**src/verilog/adc_ctrl_pkg.sv**
```systemverilog
// Purpose: Shared constants and types for the successive-approximation converter control block.
// Assumes: One 250 MHz core clock; the converter clock is an enable pulse derived from it.
// Notes:   Register offsets are word indices on the plain register port.
package adc_ctrl_pkg;

  // Register port types.
  typedef logic [1:0] addr_type;
  typedef logic [7:0] byte_type;
  typedef logic [4:0] channel_type;
  typedef logic [2:0] prescale_type;

  // Register offsets.
  localparam addr_type REG_STATUS_CONTROL = 2'h0;
  localparam addr_type REG_DATA           = 2'h1;
  localparam addr_type REG_CLOCK          = 2'h2;

  // Status/control field positions.
  localparam int COCO_BIT    = 7;
  localparam int IRQ_EN_BIT  = 6;
  localparam int CONT_BIT    = 5;
  localparam int CHANNEL_LSB = 0;
  localparam int CHANNEL_MSB = 4;

  // Clock register field positions.
  localparam int PRESCALE_LSB = 5;
  localparam int PRESCALE_MSB = 7;
  localparam int CLK_SRC_BIT  = 4;

  // Channel codes.
  localparam channel_type CHANNEL_POWER_OFF = 5'h1f;
  localparam channel_type CHANNEL_REF_HIGH  = 5'h1d;
  localparam channel_type CHANNEL_REF_LOW   = 5'h1e;
  localparam int          NUM_PINS          = 8;

  // Reset values.
  localparam channel_type  CHANNEL_RESET  = 5'h1f;
  localparam prescale_type PRESCALE_RESET = 3'h0;
  localparam logic         CLK_SRC_RESET  = 1'b0;
  localparam logic         CLK_SRC_BUS    = 1'b1;

  // Conversion timing in converter clock ticks.
  localparam logic [4:0] SAMPLE_TICKS = 5'h08;
  localparam logic [4:0] CONV_TICKS   = 5'h10;
  localparam logic [4:0] LAST_TICK    = 5'h10;
  localparam logic [2:0] MSB_INDEX    = 3'h7;
  localparam byte_type   TRIAL_START  = 8'h80;

  // Recommended converter clock; software sets the divider to approach it.
  localparam int CLK_PERIOD_NS          = 4;
  localparam int ADC_CLOCK_TARGET_NS    = 1000;
  localparam int ADC_TARGET_CORE_CYCLES = ADC_CLOCK_TARGET_NS / CLK_PERIOD_NS;

  // Sequencer phases.
  typedef enum logic [1:0] {
    PHASE_IDLE,
    PHASE_SAMPLE,
    PHASE_CONVERT,
    PHASE_TRANSFER
  } phase_type;

  // Terminal count of the prescaler: divide by 1, 2, 4, 8, or 16 for any code with bit 2 set.
  function automatic logic [3:0] prescale_mask(input prescale_type code);
    logic [3:0] mask;
    mask = 4'hf;
    case (code)
      3'h0:    mask = 4'h0;
      3'h1:    mask = 4'h1;
      3'h2:    mask = 4'h3;
      3'h3:    mask = 4'h7;
      default: mask = 4'hf;
    endcase
    return mask;
  endfunction

endpackage

```
**src/verilog/adc_clock_divider.sv**
```systemverilog
// Purpose: Makes the one-cycle converter clock enable from the bus clock or the oscillator input.
// Assumes: The oscillator input is synchronous to core_clk and well below its rate.
// Notes:   The bus source gives an input tick every core cycle.
`timescale 1ns/100ps
module adc_clock_divider
  import adc_ctrl_pkg::*;
(
  input  wire logic                       core_clk,
  input  wire logic                       rst_b,
  input  wire logic                       source_select,
  input  wire logic                       oscillator_clock,
  input  wire adc_ctrl_pkg::prescale_type prescale,
  output logic                            adc_tick
);

  typedef struct packed {
    logic       osc_prev;
    logic [3:0] count;
    logic       tick;
  } divider_state_type;

  divider_state_type s;
  divider_state_type next_s;
  logic              in_tick;

  // Chooses the input clock and divides it by the programmed ratio.
  always_comb begin
    next_s = s;
    next_s.osc_prev = oscillator_clock;
    next_s.tick = 1'b0;
    in_tick = (source_select == CLK_SRC_BUS) ? 1'b1 : (oscillator_clock & ~s.osc_prev);
    if (in_tick) begin
      if (s.count >= prescale_mask(prescale)) begin
        next_s.count = 4'h0;
        next_s.tick = 1'b1;
      end else begin
        next_s.count = s.count + 4'h1;
      end
    end
  end

  // Registers the divider state.
  always_ff @(posedge core_clk) begin
    if (!rst_b) begin
      s <= '0;
    end else begin
      s <= next_s;
    end
  end

  assign adc_tick = s.tick;

endmodule

```
**src/verilog/adc_conversion_control.sv**
```systemverilog
// Purpose: Control logic for an 8-bit successive-approximation converter with eight shared pins.
// Assumes: The analog comparator answers compare_high within one converter tick of a code change.
// Notes:   Register reads answer in the next cycle; writes take effect at the next edge.
// Function
// - Status/control write starts a new conversion.
// - Conversion lasts 16 to 17 converter ticks.
// - Continuous mode overwrites result every conversion.
// - Continuous mode repeats until bit cleared.
// - Continuous flag holds until write or read.
// - Single mode converts once per write.
// - Selected pin forced to input for converter.
// - Port writes ignored on selected pin.
// - Port read of selected pin returns 0.
// - Unselected pins stay normal port pins.
// - High reference gives ff, low gives 00.
// - Eight-bit result from eight multiplexed channels.
// - Completion stores result, sets flag or interrupt.
// - Interrupt enabled requests after every conversion.
// - Flag not completion indicator with interrupts.
// - Monotonic codes, none skipped.
// - Continuous bit one repeats, zero single.
// - Five-bit channel field; all ones powers off.
// - Clock source select and 1-16 prescaler.
//
// The strobed register port and the address map were decided locally.
`timescale 1ns/100ps
module adc_conversion_control
  import adc_ctrl_pkg::*;
(
  input  wire logic                      core_clk,
  input  wire logic                      rst_b,
  input  wire adc_ctrl_pkg::addr_type    reg_addr,
  input  wire adc_ctrl_pkg::byte_type    reg_wdata,
  input  wire logic                      reg_wr,
  input  wire logic                      reg_rd,
  output adc_ctrl_pkg::byte_type         reg_rdata,
  input  wire logic                      oscillator_clock,
  input  wire logic                      compare_high,
  input  wire adc_ctrl_pkg::byte_type    port_out_reg,
  input  wire adc_ctrl_pkg::byte_type    port_dir,
  input  wire adc_ctrl_pkg::byte_type    pin_in,
  output adc_ctrl_pkg::byte_type         pin_out,
  output adc_ctrl_pkg::byte_type         pin_oe_b,
  output adc_ctrl_pkg::byte_type         port_read_data,
  output adc_ctrl_pkg::channel_type      channel_select,
  output logic                           converter_power_on,
  output logic                           sample_enable,
  output adc_ctrl_pkg::byte_type         sar_code,
  output logic                           converter_busy,
  output logic                           conversion_irq
);

  typedef struct packed {
    phase_type    phase;
    logic [4:0]   ticks;
    logic [2:0]   bit_idx;
    byte_type     trial;
    byte_type     result;
    logic         start_pending;
    logic         coco;
    logic         irq;
    logic         first_done;
    logic         irq_en;
    logic         continuous;
    channel_type  channel;
    prescale_type prescale;
    logic         clk_src;
    byte_type     rdata;
    byte_type     pin_out;
    byte_type     pin_oe_b;
    byte_type     port_read;
    logic         power_on;
    logic         sampling;
    logic         busy;
  } ctrl_state_type;

  localparam ctrl_state_type STATE_RESET = '{
    phase:         PHASE_IDLE,
    ticks:         5'h00,
    bit_idx:       3'h0,
    trial:         8'h00,
    result:        8'h00,
    start_pending: 1'b0,
    coco:          1'b0,
    irq:           1'b0,
    first_done:    1'b0,
    irq_en:        1'b0,
    continuous:    1'b0,
    channel:       CHANNEL_RESET,
    prescale:      PRESCALE_RESET,
    clk_src:       CLK_SRC_RESET,
    rdata:         8'h00,
    pin_out:       8'h00,
    pin_oe_b:      8'hff,
    port_read:     8'h00,
    power_on:      1'b0,
    sampling:      1'b0,
    busy:          1'b0
  };

  ctrl_state_type s;
  ctrl_state_type next_s;
  logic           adc_tick;
  logic           status_wr;
  logic           clock_wr;
  logic           data_rd;
  logic           conv_end;
  logic           pin_hit;

  // Converter clock enable from the selected source and prescaler.
  adc_clock_divider u_divider (
    .core_clk         (core_clk),
    .rst_b            (rst_b),
    .source_select    (s.clk_src),
    .oscillator_clock (oscillator_clock),
    .prescale         (s.prescale),
    .adc_tick         (adc_tick)
  );

  // Decodes the register strobes.
  assign status_wr = reg_wr && (reg_addr == REG_STATUS_CONTROL);
  assign clock_wr  = reg_wr && (reg_addr == REG_CLOCK);
  assign data_rd   = reg_rd && (reg_addr == REG_DATA);
  assign conv_end  = adc_tick && !status_wr && (s.phase == PHASE_TRANSFER);

  // Next-state logic: register access, sequencer, and pin override.
  always_comb begin
    next_s = s;
    pin_hit = 1'b0;
    next_s.rdata = 8'h00;
    // Read data; unmapped offsets read as zero. The flag reads 0 while interrupts are on.
    if (reg_rd) begin
      case (reg_addr)
        REG_STATUS_CONTROL: next_s.rdata = {s.coco & ~s.irq_en, s.irq_en, s.continuous, s.channel};
        REG_DATA:           next_s.rdata = s.result;
        REG_CLOCK:          next_s.rdata = {s.prescale, s.clk_src, 4'h0};
        default:            next_s.rdata = 8'h00;
      endcase
    end
    // A data read or a control write clears the flag and the interrupt request.
    if (status_wr || data_rd) begin
      next_s.coco = 1'b0;
      next_s.irq = 1'b0;
    end
    if (clock_wr) begin
      next_s.prescale = reg_wdata[PRESCALE_MSB:PRESCALE_LSB];
      next_s.clk_src = reg_wdata[CLK_SRC_BIT];
    end
    if (status_wr) begin
      // A control write aborts any conversion and arms a new one unless powering off.
      next_s.irq_en = reg_wdata[IRQ_EN_BIT];
      next_s.continuous = reg_wdata[CONT_BIT];
      next_s.channel = reg_wdata[CHANNEL_MSB:CHANNEL_LSB];
      next_s.phase = PHASE_IDLE;
      next_s.first_done = 1'b0;
      next_s.start_pending = (reg_wdata[CHANNEL_MSB:CHANNEL_LSB] != CHANNEL_POWER_OFF);
    end else if (adc_tick) begin
      case (s.phase)
        PHASE_IDLE: begin
          // The pending start is held until the first converter tick takes it.
          if (s.start_pending) begin
            next_s.start_pending = 1'b0;
            next_s.phase = PHASE_SAMPLE;
            next_s.ticks = 5'h01;
            next_s.trial = 8'h00;
          end
        end
        PHASE_SAMPLE: begin
          next_s.ticks = s.ticks + 5'h01;
          if (s.ticks + 5'h01 == SAMPLE_TICKS) begin
            next_s.phase = PHASE_CONVERT;
            next_s.trial = TRIAL_START;
            next_s.bit_idx = MSB_INDEX;
          end
        end
        PHASE_CONVERT: begin
          // Keep the trial bit when the input is at or above the trial code.
          next_s.ticks = s.ticks + 5'h01;
          if (!compare_high) begin
            next_s.trial[s.bit_idx] = 1'b0;
          end
          if (s.bit_idx != 3'h0) begin
            next_s.trial[3'(s.bit_idx - 3'h1)] = 1'b1;
            next_s.bit_idx = s.bit_idx - 3'h1;
          end else begin
            next_s.phase = PHASE_TRANSFER;
          end
        end
        PHASE_TRANSFER: begin
          // Store the result, then flag or interrupt; the set wins over a same-cycle read clear.
          next_s.ticks = s.ticks + 5'h01;
          next_s.result = s.trial;
          if (s.irq_en) begin
            next_s.irq = 1'b1;
          end else if (!(s.continuous && s.first_done)) begin
            next_s.coco = 1'b1;
          end
          next_s.first_done = 1'b1;
          if (s.continuous) begin
            next_s.phase = PHASE_SAMPLE;
            next_s.ticks = 5'h01;
            next_s.trial = 8'h00;
          end else begin
            next_s.phase = PHASE_IDLE;
          end
        end
        default: begin
          next_s.phase = PHASE_IDLE;
        end
      endcase
    end
    // The selected pin is released from the port and reads zero; the rest follow the port.
    for (int i = 0; i < NUM_PINS; i++) begin
      pin_hit = (s.channel == 5'(i));
      next_s.pin_out[i] = pin_hit ? 1'b0 : port_out_reg[i];
      next_s.pin_oe_b[i] = pin_hit ? 1'b1 : ~port_dir[i];
      next_s.port_read[i] = pin_hit ? 1'b0 : (port_dir[i] ? port_out_reg[i] : pin_in[i]);
    end
    next_s.power_on = (next_s.channel != CHANNEL_POWER_OFF);
    next_s.sampling = (next_s.phase == PHASE_SAMPLE);
    next_s.busy = (next_s.phase != PHASE_IDLE) || next_s.start_pending;
  end

  // Registers the whole control state.
  always_ff @(posedge core_clk) begin
    if (!rst_b) begin
      s <= STATE_RESET;
    end else begin
      s <= next_s;
    end
  end

  // Outputs come straight from the state register.
  assign reg_rdata          = s.rdata;
  assign pin_out            = s.pin_out;
  assign pin_oe_b           = s.pin_oe_b;
  assign port_read_data     = s.port_read;
  assign channel_select     = s.channel;
  assign converter_power_on = s.power_on;
  assign sample_enable      = s.sampling;
  assign sar_code           = s.trial;
  assign converter_busy     = s.busy;
  assign conversion_irq     = s.irq;
endmodule

```
**config.mk**
```make
export PLATFORM = sky130hd
export DESIGN_NAME = adc_conversion_control
export DESIGN_NICKNAME = d
export VERILOG_FILES = /design/src/verilog/adc_ctrl_pkg.sv /design/src/verilog/adc_clock_divider.sv /design/src/verilog/adc_conversion_control.sv
export SDC_FILE = /design/constraint.sdc
export NUM_CORES = 1
export LEC_CHECK = 0
export ABC_AREA = 1
export BUFFER_PORTS_ARGS = -buffer_cell sky130_fd_sc_hd__buf_2
export CAP_MARGIN = 15
export CORE_MARGIN = 2
export CORE_UTILIZATION = 49
export DETAILED_ROUTE_END_ITERATION = 8
export GPL_ROUTABILITY_DRIVEN = 1
export PLACE_DENSITY = 0.76
export SYNTH_ARGS = -nofsm -noshare
export SYNTH_HDL_FRONTEND = slang
export SYNTH_SLANG_ARGS = --single-unit
```
**constraint.sdc**
```tcl
create_clock -name core_clk -period 1.6 [get_ports core_clk]
set_input_delay 0.32 -clock core_clk [delete_from_list [all_inputs] [get_ports core_clk]]
set_output_delay 0.32 -clock core_clk [all_outputs]
set_load 0.02 [all_outputs]
```
==> impl_metrics.json, run 1 <==
{
  "status": "complete, no violations",
  "drtIter0Drc": 128,
  "synthTopCellsByArea": "dfxtp_1 (42%), nand2_1 (9.6%), buf_4 (8.8%)",
  "placed_area_um2": 4220,
  "hold_slack_ps": 146,
  "post-route-period-util": 0.976,
  "end_kind": "flop",
  "mappedNetlistArea_um2": 3910,
  "hold_path_depth": 2,
  "syn_inst": 520,
  "critPathKind": "reg2reg",
  "max_freq_ghz": 0.641,
  "p_switching_uw": 1140,
  "grt_start_max_net_pins": 33,
  "routed_wl_mm": 8.53,
  "r2r_setup_slack_ps": 40,
  "slew_viol_final": 0,
  "drc_errors": 0,
  "yosysTopAreaCell": "dfxtp_1",
  "path_common_cell": "nand2_4",
  "tritoncts": "built",
  "min-delay-start": "port_dir[1]",
  "cts.clk_slew.worst_paths_ps": 80,
  "clock_sinks": 82,
  "first_pass_iters": 5,
  "worstPathArrival_ps": 1850,
  "grt_pass1_vias": 3034,
  "avgViaCountPerCell": 4.89,
  "htreeDepth": 3,
  "antennaDiodeCount": 0,
  "ys_warn_count": 0,
  "antenna_found_initial": 0,
  "yosysSeqAreaShare": 0.420,
  "slew_headroom": 0.734,
  "wl_per_cell_um": 12.2,
  "p_per_area_nw_per_um2": 956,
  "setup_tns_ps": 0,
  "ys_async_sr_fraction": 0,
  "cp_num_buf_inv": 1,
  "setup_viol": 0,
  "gp_congestion": 0.864,
  "place_hpwl_mm": 6.38,
  "maxCapViolations": 0,
  "grt_pass1_wl_mm": 13.3,
  "floorplan.initialDensity": 0.506,
  "postSynthAreaPerCell_um2": 7.51,
  "cts_made_buffers": 9,
  "p_total_uw": 4460,
  "cts_hold_buffers": 0,
  "cts_root_buf": "clkbuf_8",
  "synthTopCellsByCount": "nand2_1 (100), dfxtp_1 (82), inv_1 (64)",
  "required_ps": 1890,
  "worstReg2RegStart": "s[75]",
  "hold_viol": 0,
  "die_h_um": 93.3,
  "io_pins": 89,
  "min_period_ps": 1560,
  "final_layout_size_suffix_gt1_frac": 0.295,
  "path_max_fanout": 7,
  "die_w_um": 93.3,
  "synth_edf_count": 0,
  "hold_path.class": "in2reg",
  "worst_slew_pin_slew_ps": 399,
  "slowest_delay_ps": 390,
  "p_leak_uw": 0.00232,
  "design_area_um2": 4660,
  "clock_skew_ps": 5.19,
  "drtAntennaViolNets": 0,
  "grt_overflow": 0,
  "row_count": 32,
  "syn_to_final_growth_pct": 19.3,
  "yosysUniqueCellTypes": 31,
  "crit_family": "simple AND/OR/NAND/NOR gates",
  "final_nets": 644,
  "synth.most_common_cell": "nand2_1",
  "num_vias": 3416,
  "syn-num-nets": 573,
  "combPwrFrac": 0.135,
  "insertion_delay_ps": 350,
  "rr_endpoint": "sar_code[5]",
  "fill_cells": 694,
  "p_clk_frac": 0.380,
  "die-area_um2": 8700,
  "path_cells": "inv_4 -> ha_4 -> a21oi_4 -> nand2_4 -> nor2_4 -> nand2_4 -> nor2_8 -> nand2_1 -> a21oi_1",
  "p_seq_frac": 0.485,
  "cp-start-kind": "flop",
  "min_to": "pin_oe_b[1]",
  "ff2ff_path_depth": 9,
  "slowest_stage": "dfxtp_4",
  "swShare": 0.256,
  "ir_worst_vdd_uv": 508,
  "core_um2": 7730,
  "port_buffers": 88,
  "power.internal_uw": 3320,
  "synth_top_area_share": 0.420,
  "ys_ff_latch": 82,
  "ys.flop_type": "dfxtp_1",
  "grt_usage": 0.195,
  "cts.path.max_buffers": 2
}
final cells by class:
class	count	area, µm²	area share
Clock buffer	12	155	0.0333
Clock inverter	4	73.8	0.0158
Inverter	68	263	0.0564
Multi-Input combinational cell	319	1750	0.375
Sequential cell	82	1660	0.355
Tap cell	102	128	0.0274
Timing Repair Buffer	111	638	0.137
power groups by stage:
stage,registers (µW),clock network (µW),logic [µW]
floorplan,2210,0,395
global placement,2210,0,540
detailed placement,2210,0,551
CTS,2160,1720,555
global route,2170,1800,668
finish,2160,1690,600
per-layer routing:
metal  global-route usage  vias up  wire length (µm)
met3               0.0459       14               482
met2                0.321      106              4010
met1                0.240     1529              3870
met5                    0        -                 0
met4               0.0944        0               155
li1                     -     1767                 -
cell families after synthesis:
family	synth area share
multiplexers	0.0154
adder cells (fa/ha/maj)	0.0416
AO/OA/AOI/OAI	0.132
XOR/XNOR	0.00673
AND/OR/NAND/NOR	0.224
buffers and inverters	0.160
flip-flops	0.420
stage by stage:
step / cells / util / worst slack, ps
after floorplan: 520 / - / 29.9
after global placement: 673 / 0.546 / 5.24
after detailed placement: 673 / 0.546 / -91.3
after CTS: 689 / 0.577 / 6.57
after global routing: 698 / 0.603 / -19.8
final: 698 / 0.603 / 39.2
worst max path at each step:
| stage | from | endpoint | slack [ps] | depth (start not counted) |
|---|---|---|---|---|
| after detailed placement | s[75] | sar_code[4] | -90 | 9 |
| after CTS | s[75] | sar_code[1] | 7 | 9 |
| after global placement | s[74] | sar_code[0] | 5 | 9 |
| after global routing | s[75] | s[66] | -20 | 10 |
| after floorplan | s[74] | sar_code[0] | 30 | 9 |
| final | s[75] | sar_code[5] | 40 | 9 |
placed cells by master (no fill, tap or decap), types with 5 or more instances in the layout:
master	Yosys	routed
nand4_1	6	6
clkbuf_8	0	11
nand2_2	1	6
inv_1	64	59
ha_1	13	8
dfxtp_2	0	6
mux2i_1	6	6
nand3_1	15	15
nand2_1	100	96
inv_2	4	6
buf_2	1	88
buf_4	46	21
nor2_1	60	58
a21oi_1	50	45
a21oi_2	0	5
a31oi_1	9	9
dfxtp_1	82	74
o21ai_0	28	26
registers in the layout, summed over array words and instances, names as in the netlist:
name                flops
s                      27
pin_oe_b                8
pin_out                 8
port_read_data          8
reg_rdata               8
sar_code                8
channel_select          5
u_divider.s             5
conversion_irq          1
converter_busy          1
converter_power_on      1
sample_enable           1
u_divider.adc_tick      1
repair_timing:
item | CTS | global route
setup endpoints to repair | 12 | 19
pin swaps | 0 | 14
gates cloned | 0 | 1
buffers inserted | 0 | 8
resized for setup | 5 | 38
No activity file was read; power rests on OpenSTA's default activity.
==> inputs of run 2 (changes only) <==
- CORE_MARGIN: 2 -> default
==> impl_metrics.json, run 2 (synthesized netlist as in run 1, its figures left out) <==
{
  "ir_worst_vdd_uv": 508,
  "routed_wl_mm": 8.79,
  "fin_util": 0.612,
  "htreeDepth": 3,
  "r2r_setup_slack_ps": 30,
  "clock_sinks": 82,
  "critPathCapture": "sar_code[1]",
  "p_switching_uw": 1200,
  "hold_viol": 0,
  "largest_reg_flops": 27,
  "tritoncts": "built",
  "die_h_um": 91.3,
  "setup_viol": 0,
  "drc_errors": 0,
  "final_layout_size_suffix_gt1_frac": 0.320,
  "final_nets": 642,
  "maxCapViolations": 0,
  "hold_path.class": "in2reg",
  "status": "complete, no violations",
  "p_per_area_nw_per_um2": 947,
  "setup_ws_ps": 29.3,
  "rr_endpoint": "sar_code[1]",
  "avgViaCountPerCell": 4.98,
  "placed_area_um2": 4220,
  "cp-start-kind": "flop",
  "grt_pass1_wl_mm": 14.1,
  "row_count": 32,
  "die-area_um2": 8330,
  "worstPathArrival_ps": 1820,
  "grt_start_max_net_pins": 33,
  "min_period_ps": 1570,
  "p_clk_frac": 0.377,
  "mostFrequentLayoutCells": "nand2_1 (91), buf_2 (88), dfxtp_1 (73)",
  "antenna_found_initial": 0,
  "ff2ff_path_depth": 8,
  "slew_headroom": 0.717,
  "antennaDiodeCount": 0,
  "p_total_uw": 4480,
  "io_pins": 89,
  "max_freq_ghz": 0.637,
  "registers.top_by_ff_count": "s",
  "cts_made_buffers": 9,
  "floorplan.initialDensity": 0.506,
  "cts.clk_slew.worst_paths_ps": 90,
  "grt_usage": 0.214,
  "design_area_um2": 4730,
  "core_um2": 7730,
  "fill_cells": 696,
  "wl_per_cell_um": 12.6,
  "gp_congestion": 0.928,
  "power.internal_uw": 3280,
  "insertion_delay_ps": 360,
  "cts_root_buf": "clkbuf_8",
  "grt_setup_unrepaired": "yes",
  "drtIter0Drc": 129,
  "p_seq_frac": 0.482,
  "crit_start": "s[74]",
  "worstReg2RegStart": "s[74]",
  "grt_overflow": 0,
  "required_ps": 1850,
  "post-route-period-util": 0.982,
  "combPwrFrac": 0.141,
  "grt_pass1_vias": 3161,
  "clock_skew_ps": 9.75,
  "critPathKind": "reg2reg",
  "p_leak_uw": 0.00231,
  "slew_viol_final": 0,
  "post-place-ws_ps": -29.0,
  "num_vias": 3463,
  "worst_slew_pin_slew_ps": 423,
  "cts.path.max_buffers": 2,
  "die_w_um": 91.3,
  "port_buffers": 88,
  "setup_tns_ps": 0,
  "first_pass_iters": 4,
  "swShare": 0.268,
  "drtAntennaViolNets": 0,
  "path_max_fanout": 5,
  "end_kind": "flop",
  "syn_to_final_growth_pct": 21.1,
  "final_common_cell": "nand2_1",
  "place_hpwl_mm": 6.36
}
run 2: cell types whose count changed in the layout (fill, tap and decap cells not counted), moves of 2 or more:
cell,change
a21oi_2,+2
buf_4,-2
clkinvlp_4,+2
nor2_2,+2
a21oi_1,-2
dfxtp_4,+2
nand2_2,+3
nor2_1,-3
nand2_1,-5
buf_12,-2
buf_6,+2
nand2_8,+2
run 2: critical path: stages, from the launching register on:
cell and delay (ps):
dfxtp_4 370, inv_4 50, ha_4 180, a21oi_4 150, nand2_4 90, nor2_4 200
nand2_2 120, o21ai_0 230, a21oi_2 90
run 2: routing by layer:
layer | up-vias | track usage | wire length, µm
met5 | - | 0 | 0
met4 | 0 | 0.0794 | 171
met3 | 19 | 0.0477 | 473
met1 | 1588 | 0.257 | 3850
li1 | 1757 | - | -
met2 | 99 | 0.372 | 4290
run 2: what timing repair did:
action                                 4_1_cts  5_1_grt
pin swaps                                    1       31
setup endpoints to repair                   12       23
endpoints found under the hold margin        0        0
setup buffers                                1        5
hold buffers                                 0        0
resized for setup                            7       63
gates cloned                                 1        0
run 2: final cells by class:
cell class / instances / area (µm²) / area share
multi-input cells: 319 / 1850 / 0.390
clock inverters: 6 / 88.8 / 0.0188
well taps: 102 / 128 / 0.0270
flip-flops and latches: 82 / 1660 / 0.351
inverters: 68 / 263 / 0.0555
repair buffers: 109 / 606 / 0.128
clock buffers: 10 / 138 / 0.0291
run 2: metrics by stage:
stage	cells	hold slack, ps
after global placement	673	456
after detailed placement	673	455
after floorplan	520	390
after global routing	696	140
final	696	141
after CTS	691	134
run 2: how the worst min path moves through the flow:
stage	to	start	depth (start not counted)
finish	pin_oe_b[7]	port_dir[7]	2
global route	pin_oe_b[5]	port_dir[5]	2
CTS	pin_oe_b[7]	port_dir[7]	2
detailed placement	s[48]	s[48]	2
global placement	conversion_irq	conversion_irq	2
floorplan	pin_oe_b[3]	port_dir[3]	1
run 2: power groups by stage:
stage               combinational [µW]  sequential, µW  clock [µW]
detailed placement                 557            2210           0
floorplan                          395            2210           0
global route                       699            2170        1830
finish                             632            2160        1690
CTS                                569            2160        1720
global placement                   544            2200           0
